<file path="src/inc/qbtp_params.svh">
// Register offsets, field positions and reset values of the transceiver
`ifndef QBTP_PARAMS_SVH
`define QBTP_PARAMS_SVH

// ==========================================================
// Register byte offsets
`define QBTP_OFF_CTRL    8'h00
`define QBTP_OFF_AWORD   8'h04
`define QBTP_OFF_BWORD   8'h08
`define QBTP_OFF_DRIVER  8'h0C
`define QBTP_OFF_RECV    8'h10
`define QBTP_OFF_STATUS  8'h14

// ==========================================================
// Field positions
`define QBTP_CTRL_PICK_BIT     0
`define QBTP_CTRL_INHIBIT_BIT  1
`define QBTP_CTRL_HOLD_BIT     2
`define QBTP_STAT_PARITY_BIT   0
`define QBTP_STAT_DRIVING_BIT  1

// ==========================================================
// Reset values
`define QBTP_CTRL_RST    3'h2
`define QBTP_WORD_RST    4'h0

// ==========================================================
// Widths
`define QBTP_WORD_W      4
`define QBTP_SYNC_W      5

`endif

</file>
<file path="src/inc/qbtp_pkg.sv">
// Types shared by the transceiver design files
package qbtp_pkg;

    // ==========================================================
    // Control bits written by software
    typedef struct packed {
        logic receive_latch_hold;
        logic drive_inhibit;
        logic word_pick;
    } qbtp_ctrl_type;

    // ==========================================================
    // Open-collector bus pins: oe high pulls the line low
    typedef struct packed {
        logic [3:0] oe;
        logic [3:0] o;
    } qbtp_bus_drv_type;

    // ==========================================================
    // Two-stage synchroniser state
    typedef struct packed {
        logic [4:0] meta;
        logic [4:0] stable;
    } qbtp_sync_type;

    // ==========================================================
    // Whole state of the transceiver except the pin synchroniser stages
    typedef struct packed {
        qbtp_ctrl_type    ctrl;
        logic [3:0]       a_word;
        logic [3:0]       b_word;
        logic [3:0]       drv;
        logic [3:0]       rx;
        logic             clk_prev;
        logic             parity;
        qbtp_bus_drv_type bus;
        logic             pready;
        logic             pslverr;
        logic [31:0]      prdata;
    } qbtp_state_type;

endpackage

</file>
<file path="src/qbtp_transceiver.sv">
// Quad bus transceiver with parity behind an APB slave
`timescale 1ns/1ns
`include "qbtp_params.svh"

// Overview of operation
// - Four stored bits fed by shared-pick muxes
// - Pick low loads word A, high word B
// - Driver register loads only on clock rise
// - Drive inhibit high releases all bus lines
// - Enabled lines carry inverted driver bits
// - Lines resolve wired: any pull wins low
// - Receiver inverts lines, restoring original polarity
// - Hold low: receiver follows inverted lines
// - Hold high: receiver keeps captured word
// - Receiver sees the resolved line incl. own
// - Driving: parity generated over selected word
// - Inhibited: parity checks receiver latch bits
module qbtp_transceiver
    import qbtp_pkg::*;
#(
    parameter int ADDR_W = 8                // APB address width
)
(
    input  wire logic              pclk,                  // System clock
    input  wire logic              presetn,               // Async reset
    input  wire logic              ce,                    // Clock enable
    input  wire logic              psel,                  // APB select
    input  wire logic              penable,               // APB enable
    input  wire logic              pwrite,                // APB write
    input  wire logic [ADDR_W-1:0] paddr,                 // APB address
    input  wire logic [31:0]       pwdata,                // APB wdata
    output logic      [31:0]       prdata,                // APB rdata
    output logic                   pready,                // APB ready
    output logic                   pslverr,               // APB error
    input  wire logic              driver_register_clock, // Load pin
    input  wire logic [3:0]        bus_level,             // Line levels
    output qbtp_bus_drv_type       bus_drv,               // Line drive
    output logic      [3:0]        rx_word,               // Receiver
    output logic                   parity_out             // Odd parity
);

    // ==========================================================
    // Elaboration checks
    if (ADDR_W < 8 || ADDR_W > 32) begin : g_bad_addr_w
        $error("ADDR_W must lie between 8 and 32");
    end

    localparam qbtp_state_type ST_RST = '{
        ctrl    : qbtp_ctrl_type'(`QBTP_CTRL_RST),
        a_word  : `QBTP_WORD_RST,
        b_word  : `QBTP_WORD_RST,
        drv     : `QBTP_WORD_RST,
        rx      : `QBTP_WORD_RST,
        default : '0
    };

    qbtp_state_type          st_r;
    qbtp_state_type          st_nxt;
    logic [`QBTP_SYNC_W-1:0] pins_s;
    logic [3:0]              bus_s;
    logic                    clk_s;
    logic [3:0]              sel_word;
    logic                    load_rise;
    logic                    access;
    logic [ADDR_W-1:0]       addr_hi;
    logic                    addr_ok;
    logic [7:0]              addr_lo;

    // ==========================================================
    // Pin synchronisers; lines pass inverted so a cleared stage
    // reads as released high lines and no false word follows reset
    qbtp_sync u_sync (
        .pclk    (pclk),
        .presetn (presetn),
        .ce      (ce),
        .d       ({driver_register_clock, ~bus_level}),
        .q       (pins_s)
    );

    assign clk_s   = pins_s[4];
    assign bus_s   = ~pins_s[3:0];
    assign addr_hi = paddr >> 8;
    assign addr_ok = (addr_hi == '0);
    assign addr_lo = paddr[7:0];
    assign access  = psel && penable;

    // ==========================================================
    // Next-state logic
    always_comb begin
        st_nxt    = st_r;
        // One pick steers all four bit muxes
        sel_word  = st_r.ctrl.word_pick ? st_r.b_word
                                        : st_r.a_word;
        load_rise = clk_s && !st_r.clk_prev;
        st_nxt.clk_prev = clk_s;

        // Driver register
        if (load_rise) begin
            st_nxt.drv = sel_word;
        end

        // Open-collector drive: output level is always low
        st_nxt.bus.o = 4'h0;
        if (st_r.ctrl.drive_inhibit) begin
            st_nxt.bus.oe = 4'h0;
        end else begin
            st_nxt.bus.oe = st_r.drv;
        end

        // Receiver latch reads the resolved line
        if (!st_r.ctrl.receive_latch_hold) begin
            st_nxt.rx = ~bus_s;
        end

        // Parity generate or check
        if (st_r.ctrl.drive_inhibit) begin
            st_nxt.parity = ~^st_r.rx;
        end else begin
            st_nxt.parity = ~^sel_word;
        end

        // APB slave: one wait cycle, then completion
        if (access && !st_r.pready) begin
            st_nxt.pready  = 1'b1;
            st_nxt.pslverr = 1'b0;
            st_nxt.prdata  = 32'h0000_0000;
            if (!addr_ok) begin
                st_nxt.pslverr = 1'b1;
            end else if (addr_lo == `QBTP_OFF_CTRL) begin
                st_nxt.prdata[2:0] = st_r.ctrl;
            end else if (addr_lo == `QBTP_OFF_AWORD) begin
                st_nxt.prdata[3:0] = st_r.a_word;
            end else if (addr_lo == `QBTP_OFF_BWORD) begin
                st_nxt.prdata[3:0] = st_r.b_word;
            end else if (addr_lo == `QBTP_OFF_DRIVER) begin
                st_nxt.prdata[3:0] = st_r.drv;
                st_nxt.pslverr     = pwrite;
            end else if (addr_lo == `QBTP_OFF_RECV) begin
                st_nxt.prdata[3:0] = st_r.rx;
                st_nxt.pslverr     = pwrite;
            end else if (addr_lo == `QBTP_OFF_STATUS) begin
                st_nxt.prdata[`QBTP_STAT_PARITY_BIT]  = st_r.parity;
                st_nxt.prdata[`QBTP_STAT_DRIVING_BIT] = |st_r.bus.oe;
                st_nxt.pslverr = pwrite;
            end else begin
                st_nxt.pslverr = 1'b1;
            end
            if (pwrite) begin
                st_nxt.prdata = 32'h0000_0000;
            end
        end else if (access && st_r.pready) begin
            st_nxt.pready = 1'b0;
            if (pwrite && !st_r.pslverr) begin
                if (addr_lo == `QBTP_OFF_CTRL) begin
                    st_nxt.ctrl = qbtp_ctrl_type'(pwdata[2:0]);
                end else if (addr_lo == `QBTP_OFF_AWORD) begin
                    st_nxt.a_word = pwdata[3:0];
                end else if (addr_lo == `QBTP_OFF_BWORD) begin
                    st_nxt.b_word = pwdata[3:0];
                end
            end
        end else begin
            st_nxt.pready  = 1'b0;
            st_nxt.pslverr = 1'b0;
        end
    end

    // ==========================================================
    // State register: frozen while the clock enable is low
    always_ff @(posedge pclk or negedge presetn) begin
        if (!presetn) begin
            st_r <= ST_RST;
        end else if (ce) begin
            st_r <= st_nxt;
        end
    end

    assign prdata     = st_r.prdata;
    assign pready     = st_r.pready;
    assign pslverr    = st_r.pslverr;
    assign bus_drv    = st_r.bus;
    assign rx_word    = st_r.rx;
    assign parity_out = st_r.parity;
endmodule

</file>
<file path="src/qbtp_sync.sv">
// Two flip-flop synchroniser for the pin inputs
`timescale 1ns/1ns
`include "qbtp_params.svh"

module qbtp_sync
    import qbtp_pkg::*;
(
    input  wire logic                    pclk,    // System clock
    input  wire logic                    presetn, // Async reset, low
    input  wire logic                    ce,      // Clock enable
    input  wire logic [`QBTP_SYNC_W-1:0] d,       // Asynchronous inputs
    output logic      [`QBTP_SYNC_W-1:0] q        // Synchronised inputs
);

    qbtp_sync_type st_r;
    qbtp_sync_type st_nxt;

    // ==========================================================
    // Stage chain: the first stage feeds only the second
    always_comb begin
        st_nxt        = st_r;
        st_nxt.meta   = d;
        st_nxt.stable = st_r.meta;
    end

    always_ff @(posedge pclk or negedge presetn) begin
        if (!presetn) begin
            st_r <= '0;
        end else if (ce) begin
            st_r <= st_nxt;
        end
    end

    assign q = st_r.stable;

endmodule

</file>
<file path="config.mk">
export PLATFORM = sky130hd
export DESIGN_NAME = qbtp_transceiver
export DESIGN_NICKNAME = d
export VERILOG_FILES = /design/src/inc/qbtp_pkg.sv /design/src/qbtp_transceiver.sv /design/src/qbtp_sync.sv
export VERILOG_INCLUDE_DIRS = /design/src /design/src/inc
export SDC_FILE = /design/constraint.sdc
export NUM_CORES = 1
export LEC_CHECK = 0
export BUFFER_PORTS_ARGS = -buffer_cell sky130_fd_sc_hd__buf_2
export CAP_MARGIN = 20
export CORE_MARGIN = 4
export CORE_UTILIZATION = 48
export CTS_CLUSTER_SIZE = 16
export DETAILED_ROUTE_END_ITERATION = 8
export PLACE_DENSITY = 0.78
export SETUP_SLACK_MARGIN = 0.2
export SLEW_MARGIN = 25
export SYNTH_ARGS = -nofsm -noshare
export SYNTH_HDL_FRONTEND = slang
export SYNTH_SLANG_ARGS = --single-unit
export TNS_END_PERCENT = 5
</file>
<file path="constraint.sdc">
create_clock -name pclk -period 1.9 [get_ports pclk]
set_clock_uncertainty 0.15 [all_clocks]
set_input_delay 0.095 -clock pclk [delete_from_list [all_inputs] [get_ports pclk]]
set_output_delay 0.095 -clock pclk [all_outputs]
set_load 0.005 [all_outputs]
</file>
Yosys cells after proc, flatten, opt, wreduce, memory -nomap -nowiden
Cells that the tools add are included.
W data, S select, Z words.
- equal/unequal tests: 6
- mux-type cells: 20
- bitwise gates (word level): 7
- reductions and logical operators: 19
- operator list (cell ; count):
    $mux W4 ; 6
    $eq A8 B4 Y1 const B ; 2
    $eq A8 B5 Y1 const B ; 2
    $not A4 Y4 ; 3
    $mux W1 ; 9
    $eq A8 B3 Y1 const B ; 1
    $logic_not A8 Y1 ; 1
    $mux W2 ; 4
    $reduce_and A2 Y1 ; 4
    $reduce_xnor A4 Y1 ; 2
    $reduce_and A7 Y1 ; 1
    $reduce_and A6 Y1 ; 1
    $logic_and A1 B1 Y1 ; 5
    $reduce_and A5 Y1 ; 1
    $not A1 Y1 ; 4
    $reduce_or A4 Y1 ; 1
    $logic_not A1 Y1 ; 3
    $mux W3 ; 1
    $ne A2 B2 Y1 const B ; 1
- register bits: 69
- input bits: 51
- output and inout port bits: 47
- logic and storage cells: 67

Logic depth before layout (Yosys ltp)
- depth after elaboration: 8
- gate-level depth with buffers: 6
- depth with buffers taken out: 4

Hierarchy
A second synthesis with hierarchy kept.
- cells, all modules: 218
- area total of the unflattened synthesis: 2376.0 µm²
- modules (own cells, without submodules) (module ; times used ; cells each ; area each (µm²)):
    qbtp_transceiver ; 1 ; 197 ; 1964.4
    qbtp_sync ; 1 ; 21 ; 411.6

Worst setup path before layout
No wires, ideal clock.
- path type: in2reg
- start: input paddr[7]
- end: register st_r[56] (netlist bit)
- library setup time: 0.127 ns
- arrival: 1.406 ns
- required time: 1.623 ns
- setup slack: 0.216 ns
- stages: 4
- path buffers: 0
- cells stage by stage: or4_4 > nor3_4 > and4_4 > mux2_1
- word-level cells in the longest chain between the ends: 3
- elaborated cells between the ends (all ways): 4
- classes of those cells: 1 x eq/ne; 1 x bitwise; 2 x reduce/logical
- ends and longest elaborated chain (item ; RTL line ; source):
    start, declared ; qbtp_transceiver.sv:30 ; input wire logic [ADDR_W-1:0] paddr,
    $logic_not A8 Y1 (no source line) ; n/a ;
    $not A1 Y1 (no source line) ; n/a ;
    $reduce_and A6 Y1 (no source line) (*) ; n/a ;
    end signal, assigned ; qbtp_transceiver.sv:174 ; st_r <= st_nxt;
    end, declared ; qbtp_transceiver.sv:57 ; qbtp_state_type st_r;
Every way passes the cells marked *; elsewhere a longest branch is shown, timed or not.
A chain may end at the register's enable or synchronous reset.

Final worst setup path
- start: register st_r (netlist bit pready)
- end: register st_r[58] (netlist bit)
- word-level cells in the longest chain between the ends: 4
- elaborated cells between the ends (all ways): 5
- classes of those cells: 1 x bitwise; 4 x reduce/logical
- ends and longest elaborated chain (item ; RTL line ; source):
    $logic_not A1 Y1 ; qbtp_transceiver.sv:123 ; if (access && !st_r.pready) begin
    $logic_and A1 B1 Y1 ; qbtp_transceiver.sv:123 ;
    $not A1 Y1 (no source line) ; n/a ;
    $reduce_and A6 Y1 (no source line) (*) ; n/a ;
Marks and branches as above.

==> flow_summary.toml <==
[finish]
seq_area_um2 = 1027
syn_to_final_growth_pct = 14.15
fin_area_um2 = 2725
fin_nets = 325
final_util_pct = 56.94
n_antenna_cell = 0
fill_cells = 424
multi_input_area_um2 = 1070
layout-drive-gt1-share_pct = 28.73

[route]
drc_errors = 0
drtIter0Drc = 91
vias_per_cell = 4.816
vias = 1647
wirelength_um = 4552
avgRoutedWirePerCell_um = 13.31
dr.pass1.iters = 4
drtAntennaViolNets = 0

[floorplanning]
core-area_um2 = 4786
ios = 98
die_h_um = 78.53
die-area_um2 = 6166
rows = 25
start_util_pct = 49.88
die_w_um = 78.53

[pwr]
power_mw = 1.955
swShare_pct = 25.20
irDropWorstVdd_uv = 394.3
power_density_nw_per_um2 = 717.3
power.leakage_nw = 1.303
p_comb_share_pct = 14.1
p_int_mw = 1.462
clockPowerShare_pct = 36.1
pwr-share-seq_pct = 49.8
p_sw_mw = 0.4927

[sta]
fin_crit_sh_pct = 85.20
tns_ps = 0
period_minus_slack_ps = 1619
slew_headroom_pct = 65.46
final-setup-viol-count = 0
max_freq_ghz = 0.6177
tightestPinTransition_ps = 513.4
hold_viol = 0
grt_setup_unrepaired = "yes"
report.final.slew_viol_count = 0
hold_ws_ps = 5.331

[clock_tree]
clk_pin_slew_ps = 80
cts_tree = "built"
clockBufferDepth = 2
cts_buffers = 5
htreeDepth = 2
clock_latency_ps = 300
clock-sinks = 41
cts-root-buf = "clkbuf_8"

[yosys]
syn_inst = 229
postSynthAreaPerCell_um2 = 10.42
synth_area_leaders = "dfrtp_1, buf_4, mux2_2, mux2i_1, o21ai_0"
synth_edf_count = 0
ys_async_sr_fraction_pct = 100.0
synthDistinctLibCells = 43
synth_seq_cells = 41
yosys_warnings = 0
ys_seq_area_share_pct = 43.03
synth_top_area_share_pct = 41.93
yosysTopAreaCell = "dfrtp_1"
synth_area_um2 = 2387
synth_ff_type = "dfrtp_1"

[worst_setup_path]
r2r_start = "pready"
end_kind = "flop"
endpoint = "st_r[58]"
crit_fanout = 5
reg2reg_slack_ps = 280
r2r_end = "st_r[58]"
critPathLaunchType = "flop"
cp.required_ps = 1930
reg2reg_depth = 5
crit_path_start = "pready"
arrival_ps = 1650
critPathKind = "reg -> reg"

[flow_run]
drv_cap = 0

[min_path]
min_path_type = "in -> reg"

[place]
gp_congestion = 0.7963
numPortBuffers = 37
dpl_cell_area_um2 = 2461
dp_hpwl_um = 3423

[grt]
grt_usage_pct = 15.27
grt_max_degree = 42
globalRouteOverflowTotal = 0
grt_antenna_before_repair = 0
grt_pass1_vias = 1562
grt_first_pass_wirelength_um = 7431

[outcome]
status = "finished clean"
-- final cells by class --
class | count | share of cell area [%]
clock buffers | 6 | 2.663
clock inverters | 2 | 1.423
inverters | 12 | 1.653
multi-input cells | 156 | 39.26
flip-flops and latches | 41 | 37.70
well taps | 67 | 3.076
repair buffers | 58 | 14.23
-- kinds of logic (layout without fill, tap and decap cells) --
group,after synthesis,after routing,synth area share (%)
AO/OA/AOI/OAI,36,36,9.067
XOR/XNOR,8,8,2.935
flip-flops,41,41,43.03
other,1,32,0.1571
buffers and inverters,63,78,17.35
AND/OR/NAND/NOR,44,44,11.16
multiplexers,36,36,16.30
-- power groups by stage --
| stage | sequential, mW | combinational, mW | clock (mW) |
|---|---|---|---|
| floorplan | 0.974 | 0.227 | 0 |
| global placement | 0.986 | 0.244 | 0 |
| detailed placement | 0.990 | 0.251 | 0 |
| CTS | 0.973 | 0.272 | 0.714 |
| global route | 0.981 | 0.308 | 0.755 |
| finish | 0.973 | 0.275 | 0.706 |
-- metal layers --
layer	part of all wire (%)	global-route usage, %
met5	0	0
met2	46	24.19
met1	46	19.29
met4	2.0	5.769
met3	6.5	5.046
-- per-stage QoR --
step,instances,worst slack [ps]
2_1_floorplan,260,216.4
3_3_place_gp,319,87.70
3_5_place_dp,319,64.53
4_1_cts,340,228.8
5_1_grt,342,166.5
6_report,342,281.2
-- layout by cell type, fill, tap and decap left out, types with 3 or more instances in the layout --
master / count
nor4_1: 3
a31oi_1: 4
xnor2_1: 6
dfrtp_1: 40
mux2_2: 19
buf_2: 37
a21oi_1: 9
clkbuf_8: 5
dlygate4sd3_1: 13
conb_1: 32
mux2_1: 4
mux2i_1: 13
inv_1: 12
nand2_1: 13
o21ai_0: 12
nand3b_1: 4
buf_4: 7
nand3_1: 3
nor2_1: 4
-- how the worst min path moves through the flow --
stage	start	end	cells after the start
after detailed placement	presetn	u_sync.st_nxt[0]	2
after CTS	ce	pslverr	3
final	ce	pslverr	3
after floorplan	presetn	bus_drv[4]	0
after global placement	presetn	u_sync.st_nxt[0]	2
after global routing	ce	pslverr	3
-- cell usage after synthesis, types with 3 or more instances --
cell type	instances
buf_4	44
nand3_1	3
inv_1	12
o21ai_0	13
mux2_2	19
a21oi_1	9
dfrtp_1	40
mux2_1	4
a31oi_1	4
nand3b_1	4
nor4_1	3
xnor2_1	6
nor2_1	5
mux2i_1	13
nand2_1	13
-- sequential cells by signal (all words and copies together) (netlist names) --
register / flops
u_sync.q: 5
rx_word: 4
bus_drv: 4
pready: 1
parity_out: 1
pslverr: 1
u_sync.st_nxt: 5
prdata: 4
st_r: 16
-- worst max-delay path, cell delays in order (launching register included) --
cell,delay (ps)
dfrtp_1,420
nand2_1,90
nor3_2,120
buf_4,150
and4_4,250
mux2_1,320
-- timing repair --
item                                    in CTS  in global routing
hold buffers                                13                  0
endpoints found under the setup margin       0                 13
setup buffers                                0                  2
resized for setup                            0                  3
hold endpoints to repair                    60                  0
No activity file was read; power rests on OpenSTA's default activity.
